--- config.mk ---
export PLATFORM = sky130hd
export DESIGN_NAME = hpdl_lane_mapper
export DESIGN_NICKNAME = d
export VERILOG_FILES = /design/src/hw/hpdl_lane_mapper.v
export VERILOG_INCLUDE_DIRS = /design/src /design/src/hw
export SDC_FILE = /design/constraint.sdc
export NUM_CORES = 1
export LEC_CHECK = 0
export BUFFER_PORTS_ARGS = -buffer_cell sky130_fd_sc_hd__buf_2
export CAP_MARGIN = 20
export CORE_UTILIZATION = 40
export DETAILED_ROUTE_END_ITERATION = 7
export PLACE_DENSITY = 0.84
export SETUP_SLACK_MARGIN = 0.1
export SLEW_MARGIN = 40
export SYNTH_ARGS = -nofsm -noshare
export SYNTH_HDL_FRONTEND = slang
export SYNTH_SLANG_ARGS = --single-unit
--- constraint.sdc ---
create_clock -name clock_i -period 1.3 [get_ports clock_i]
set_input_delay 0.26 -clock clock_i [delete_from_list [all_inputs] [get_ports clock_i]]
set_output_delay 0.26 -clock clock_i [all_outputs]
set_load 0.01 [all_outputs]
--- src/hw/hpdl_regs.vh ---
// register offsets, field positions and reset values of the lane mapper
`ifndef HPDL_REGS_VH
`define HPDL_REGS_VH

// ------------------------------------------------------------------
// register offsets (8-bit register port)
// ------------------------------------------------------------------
`define HPDL_PANEL_CTRL_ADDR   8'h14
`define HPDL_STATUS_ADDR       8'h15

// ------------------------------------------------------------------
// panel control register fields
// ------------------------------------------------------------------
`define HPDL_PCTRL_BPP18_BIT   0
`define HPDL_PCTRL_REV_BIT     7
`define HPDL_PCTRL_MASK        8'h81
`define HPDL_PCTRL_RESET       8'h01

// ------------------------------------------------------------------
// status register fields
// ------------------------------------------------------------------
`define HPDL_STAT_ORDER_BIT    0
`define HPDL_STAT_WIDTH_BIT    1
`define HPDL_STAT_RESET        8'h00

// ------------------------------------------------------------------
// widths and fixed values
// ------------------------------------------------------------------
`define HPDL_HOST_W            16
`define HPDL_BYTE_W            8
`define HPDL_LANE_W            18
`define HPDL_COMP_W            6
`define HPDL_ZERO_BYTE         8'h00

`endif

--- src/hw/hpdl_lane_mapper.v ---
// host data lane and panel data lane mapper of the display controller
`timescale 1ns/1ps
`include "hpdl_regs.vh"

// Overview of operation
// - width strap low: 8-bit host bus, every register access a single byte
// - width strap high: register accesses stay 8-bit, core upper byte zeroed; lane-order strap low puts the byte on pins 15-8
// - width strap high: memory data port accesses use all 16 host bits
// - lane-order strap high: each host pin carries the bit of same index
// - lane-order strap low: bit order reversed across the active host width
// - straps may change any time; current levels always steer the mapping
// - panel control bit 7 reverses all 18 panel lanes, lane 17 gets lane 0
// - 18bpp normal: lanes 0-5 blue, 6-11 green, 12-17 red
// - 16bpp normal: blue 0-4 on lanes 1-5, B4 on lane 0; red alike from 12
module hpdl_lane_mapper #(
   parameter HOST_W = `HPDL_HOST_W,
   parameter LANE_W = `HPDL_LANE_W
) (
   input  wire                clock_i,
   input  wire                rst_n_i,
   input  wire                host_lane_order_strap_i,
   input  wire                host_width_strap_i,
   input  wire [7:0]          reg_addr_i,
   input  wire [7:0]          reg_wdata_i,
   input  wire                reg_wr_i,
   input  wire                reg_rd_i,
   output reg  [7:0]          reg_rdata_o,
   input  wire [HOST_W-1:0]   host_data_pin_i,
   input  wire                host_mem_port_i,
   input  wire                host_read_i,
   input  wire [HOST_W-1:0]   core_rd_data_i,
   output reg  [HOST_W-1:0]   core_wr_data_o,
   output reg  [HOST_W-1:0]   host_data_pin_o,
   output reg  [HOST_W-1:0]   host_data_pin_oe_o,
   input  wire [5:0]          red_i,
   input  wire [5:0]          green_i,
   input  wire [5:0]          blue_i,
   output reg  [LANE_W-1:0]   panel_lane_o
);

   // ---------------------------------------------------------------
   // lane functions
   // ---------------------------------------------------------------

   // reverse across the active host width; narrow mode keeps upper zero
   function [15:0] host_swap;
      input [15:0] data;
      input        wide;
      input        natural;
      integer      k;
      begin
         host_swap = 16'h0000;
         for (k = 0; k < 16; k = k + 1) begin
            if (natural) begin
               host_swap[k] = data[k];
            end else if (wide) begin
               host_swap[k] = data[15-k];
            end else if (k < 8) begin
               host_swap[k] = data[7-k];
            end
         end
         if (!wide) begin
            host_swap[15:8] = `HPDL_ZERO_BYTE;
         end
      end
   endfunction

   // place pixel components on the lanes in natural order
   function [17:0] pixel_lanes;
      input [5:0] red;
      input [5:0] green;
      input [5:0] blue;
      input       bpp18;
      begin
         if (bpp18) begin
            pixel_lanes = {red, green, blue};
         end else begin
            pixel_lanes = {red[4:0], red[4], green,
                           blue[4:0], blue[4]};
         end
      end
   endfunction

   // full lane reversal of the panel bus
   function [17:0] lane_reverse;
      input [17:0] data;
      integer      k;
      begin
         lane_reverse = 18'h00000;
         for (k = 0; k < 18; k = k + 1) begin
            lane_reverse[k] = data[17-k];
         end
      end
   endfunction

   // ---------------------------------------------------------------
   // registers
   // ---------------------------------------------------------------
   reg  [7:0]        panel_ctrl;
   wire              panel_rev;
   wire              panel_bpp18;
   wire              wide_mode;
   wire              natural_order;
   wire              full_word;
   wire [7:0]        status_word;

   // straps are used live, never latched, so a change applies at once
   assign wide_mode     = host_width_strap_i;
   assign natural_order = host_lane_order_strap_i;
   assign panel_rev     = panel_ctrl[`HPDL_PCTRL_REV_BIT];
   assign panel_bpp18   = panel_ctrl[`HPDL_PCTRL_BPP18_BIT];

   // only the memory data port may use the upper byte
   assign full_word = wide_mode & host_mem_port_i;

   assign status_word = {6'h00, wide_mode, natural_order};

   // ---------------------------------------------------------------
   // register port
   // ---------------------------------------------------------------
   always @(posedge clock_i or negedge rst_n_i) begin
      if (!rst_n_i) begin
         panel_ctrl <= `HPDL_PCTRL_RESET;
      end else if (reg_wr_i &&
                   reg_addr_i == `HPDL_PANEL_CTRL_ADDR) begin
         panel_ctrl <= reg_wdata_i & `HPDL_PCTRL_MASK;
      end
   end

   // read data stand only in the cycle after the read strobe
   always @(posedge clock_i or negedge rst_n_i) begin
      if (!rst_n_i) begin
         reg_rdata_o <= `HPDL_ZERO_BYTE;
      end else if (reg_rd_i) begin
         case (reg_addr_i)
            `HPDL_PANEL_CTRL_ADDR: begin
               reg_rdata_o <= panel_ctrl;
            end
            `HPDL_STATUS_ADDR: begin
               reg_rdata_o <= status_word;
            end
            default: begin
               reg_rdata_o <= `HPDL_ZERO_BYTE;
            end
         endcase
      end else begin
         reg_rdata_o <= `HPDL_ZERO_BYTE;
      end
   end

   // ---------------------------------------------------------------
   // host write path (pins to core)
   // ---------------------------------------------------------------
   reg  [15:0] next_core_wr_data;
   reg  [15:0] host_in_mapped;

   always @* begin
      host_in_mapped    = host_swap(host_data_pin_i, wide_mode,
                                    natural_order);
      next_core_wr_data = host_in_mapped;
      if (!full_word) begin
         // register access: upper byte ignored in either width
         next_core_wr_data[15:8] = `HPDL_ZERO_BYTE;
      end
   end

   always @(posedge clock_i or negedge rst_n_i) begin
      if (!rst_n_i) begin
         core_wr_data_o <= 16'h0000;
      end else begin
         core_wr_data_o <= next_core_wr_data;
      end
   end

   // ---------------------------------------------------------------
   // host read path (core to pins)
   // ---------------------------------------------------------------
   reg  [15:0] next_pin_data;
   reg  [15:0] next_pin_oe;
   reg  [15:0] rd_source;

   always @* begin
      rd_source = core_rd_data_i;
      if (!full_word) begin
         // register reads return one byte; upper half is zero
         rd_source[15:8] = `HPDL_ZERO_BYTE;
      end
      next_pin_data = host_swap(rd_source, wide_mode,
                                natural_order);
      next_pin_oe   = 16'h0000;
      if (host_read_i) begin
         if (wide_mode) begin
            next_pin_oe = 16'hFFFF;
         end else begin
            // upper pins left to the internal pull-downs
            next_pin_oe = 16'h00FF;
         end
      end
   end

   always @(posedge clock_i or negedge rst_n_i) begin
      if (!rst_n_i) begin
         host_data_pin_o    <= 16'h0000;
         host_data_pin_oe_o <= 16'h0000;
      end else begin
         host_data_pin_o    <= next_pin_data;
         host_data_pin_oe_o <= next_pin_oe;
      end
   end

   // ---------------------------------------------------------------
   // panel lanes
   // ---------------------------------------------------------------
   reg  [17:0] natural_lanes;
   reg  [17:0] next_panel_lane;

   always @* begin
      natural_lanes = pixel_lanes(red_i, green_i, blue_i, panel_bpp18);
      if (panel_rev) begin
         next_panel_lane = lane_reverse(natural_lanes);
      end else begin
         next_panel_lane = natural_lanes;
      end
   end

   always @(posedge clock_i or negedge rst_n_i) begin
      if (!rst_n_i) begin
         panel_lane_o <= 18'h00000;
      end else begin
         panel_lane_o <= next_panel_lane;
      end
   end

endmodule

==> impl_metrics.yaml <==
power:
  p_per_area_nw_per_um2: 1247
  peakVddDrop_mv: 0.4382
  p_clk_frac: 0.415
  p_leak_uw: 0.001849
  comb_power_share: 0.157
  switching_share: 0.2439
  pwr-share-seq: 0.428
  p_switching_uw: 1098
  power_uw: 4503
  power.internal_uw: 3405
die:
  fp.coreArea_sq_um: 6422
  die-area_sq_um: 7070
  fp-row-count: 29
  initial_core_util: 0.4196
  ioPinCount: 148
  die_h_microns: 84.09
  fp.dieW_microns: 84.09
placement:
  port_buffers: 136
  dpl_cell_area_sq_um: 3362
  gp_congestion: 0.8688
  hpwl_microns: 4735
global_route:
  grt_overflow: 0
  antenna_found_initial: 0
  first_global_vias: 2203
  grt_max_degree: 58
  grt_use_total: 0.1865
  grt_pass1_wl_microns: 10090
layout:
  drive_above_1_share: 0.5200
  antennaDiodeCount: 0
  nets: 419
  multi_input_area_sq_um: 1055
  fillers: 544
  seqCellArea_sq_um: 1428
  final_area_sq_um: 3612
  syn2layout_area_growth_pct: 34.03
setup_path:
  crit_path_max_fanout: 5
  critPathLaunchType: "register"
  r2r_end: "panel_lane_o[5]"
  crit_slowest_cell: "dfstp_2"
  critPathBufInv: 0
  timing.rr.start: "panel_ctrl[0]"
  reg2reg_slack_ns: 0.03
  critical_path_class: "reg2reg"
  end_kind: "register"
  cp_num_cells: 1
  required_ns: 1.50
  cp.arrival_ns: 1.47
  worstRegToRegCells: 1
  max_stage_delay_ns: 0.61
  crit_family: "flip-flops"
  crit_chain: "mux4_2"
yosys:
  yosys_warnings: 0
  syn_avg_cell_area_sq_um: 12.25
  synth_seq_cells: 57
  ys_types: 25
  ys_seq_area_frac: 0.5297
  synth_cells: 220
  synth_area_sq_um: 2695
timing:
  fin_crit_ns: 1.268
  setup_viol: 0
  hold_violations: 0
  rsz0062_at_grt: "true"
  final.period_utilization: 0.9755
  max_freq_mhz: 788.5
  skew_ns: 0.006941
  drv_slew: 0
detailed_routing:
  drt-initial-drc-count: 94
  routed_wl_microns: 6255
  dr.pass1.iters: 6
  avgRoutedWirePerCell_microns: 14.65
  vias_per_cell: 5.082
  ant_nets: 0
  num_vias: 2170
  drc_errors: 18
hold_path:
  min_from: "host_read_i"
  hold_path_end: "host_data_pin_oe_o[7]"
  hp-class: "in2reg"
  min_path_cells: 1
cts:
  htreeDepth: 3
  path_clk_slew_ns: 0.07
  cts_max_path_buffers: 2
  clock_latency_ns: 0.33
  cts_tree: "built"
  cts_buffers: 9
  root_buffer: "clkbuf_8"
  cts.sinks: 57
outcome:
  status: "complete, but fails checks"
  violations: "DRC"
run:
  drv_cap: 0
## cell usage after synthesis
| master | count | share of area |
|---|---|---|
| dfrtp_1 | 56 | 0.52 |
| buf_4 | 24 | 0.067 |
| nand2_1 | 18 | 0.025 |
| mux2i_1 | 17 | 0.063 |
| o21ai_0 | 16 | 0.030 |
| mux4_2 | 12 | 0.10 |
| nor2_1 | 10 | 0.014 |
| nand3_1 | 9 | 0.017 |
| a21boi_0 | 8 | 0.022 |
| a31oi_1 | 8 | 0.019 |
| nand2b_1 | 8 | 0.019 |
| nor2b_1 | 8 | 0.019 |
| mux2_2 | 6 | 0.025 |
| buf_2 | 4 | 0.0074 |
| clkbuf_1 | 4 | 0.0056 |
| buf_1 | 2 | 0.0028 |
| mux2_1 | 2 | 0.0084 |
| and2_1 | 1 | 0.0023 |
| clkbuf_2 | 1 | 0.0019 |
| conb_1 | 1 | 0.0014 |
| dfstp_2 | 1 | 0.0098 |
| nand4b_2 | 1 | 0.0056 |
| nor3b_1 | 1 | 0.0028 |
| nor3b_2 | 1 | 0.0046 |
| nor4b_4 | 1 | 0.0088 |
## metal layers
layer	track usage	wire [microns]	vias up	share of wire
met5	0	0	-	0
met2	0.3338	3312	117	0.53
li1	-	-	994	-
met4	0.1285	269	0	0.043
met1	0.1978	2272	1033	0.36
met3	0.03462	399	26	0.064
## state kept, by name (all words and copies together) (netlist names)
| name | count |
|---|---|
| panel_lane_o | 18 |
| panel_ctrl | 2 |
| host_data_pin_o | 16 |
| host_data_pin_oe_o | 2 |
| core_wr_data_o | 16 |
| reg_rdata_o | 3 |
## power groups by stage
stage | registers [uW] | clock network [uW] | logic (uW)
after global placement | 1960 | 0 | 678
final | 1930 | 1870 | 708
after CTS | 1930 | 1910 | 715
after detailed placement | 1960 | 0 | 709
after global routing | 1940 | 1990 | 773
after floorplan | 2020 | 0 | 319
## worst max-delay path by stage
| stage | startpoint | slack [ns] | end |
|---|---|---|---|
| 3_5_place_dp | reg_addr_i[5] | -0.02 | panel_ctrl[7] |
| 3_3_place_gp | reg_addr_i[5] | 0.02 | panel_ctrl[7] |
| 6_report | panel_ctrl[0] | 0.03 | panel_lane_o[5] |
| 2_1_floorplan | panel_ctrl[0] | 0.05 | panel_lane_o[12] |
| 5_1_grt | panel_ctrl[0] | -0.006 | panel_lane_o[5] |
| 4_1_cts | panel_ctrl[0] | 0.03 | panel_lane_o[12] |
## cell families after synthesis
logic type / after synthesis / share of synthesized area
multiplexers: 37 / 0.1968
flip-flops: 57 / 0.5297
AND/OR/NAND/NOR: 58 / 0.1170
other: 1 / 0.001391
buffers and inverters: 35 / 0.08449
AO/OA/AOI/OAI: 32 / 0.07057
## final cells by class
class                      instances  area share
sequential                        57      0.3952
tap                               77     0.02667
clock inverter                     5     0.02148
clock buffer                      11     0.04191
multi-input combinational        132      0.2920
timing repair buffer             145      0.2227
## cell usage in the layout, fill, tap and decap left out
cell type	count
buf_2	136
dfrtp_1	56
nand2_1	18
mux2i_1	17
o21ai_0	16
mux4_2	12
clkbuf_8	11
nor2_1	10
nand3_1	9
nand2b_1	8
a21boi_0	8
nor2b_1	8
a31oi_1	8
mux2_2	6
conb_1	5
buf_12	4
buf_4	3
mux2_1	2
clkinv_2	2
bufinv_16	2
nor4b_4	1
nor3b_2	1
and2_1	1
nor3b_1	1
nand4b_2	1
clkinvlp_4	1
dlygate4sd3_1	1
dfstp_2	1
buf_6	1
## through the flow
stage	setup WS, ns	hold slack [ns]	setup TNS, ns	utilization	std cells
2_1_floorplan	0.05419	-0.03559	0	-	224
3_3_place_gp	0.01860	0.1694	0	0.5235	409
5_1_grt	-0.006328	0.05184	-0.006328	0.5624	427
4_1_cts	0.02720	0.03818	0	0.5624	427
3_5_place_dp	-0.01523	0.1770	-0.01523	0.5235	409
6_report	0.03180	0.05230	0	0.5624	427
## repair_timing
item | 4_1_cts | 5_1_grt
endpoints found under the hold margin | 10 | 0
resized for setup | 1 | 0
hold buffers | 1 | 0
buffers inserted | 1 | 0
endpoints found under the setup margin | 12 | 21
cloned | 0 | 0
(Power assumes the default switching activity.)
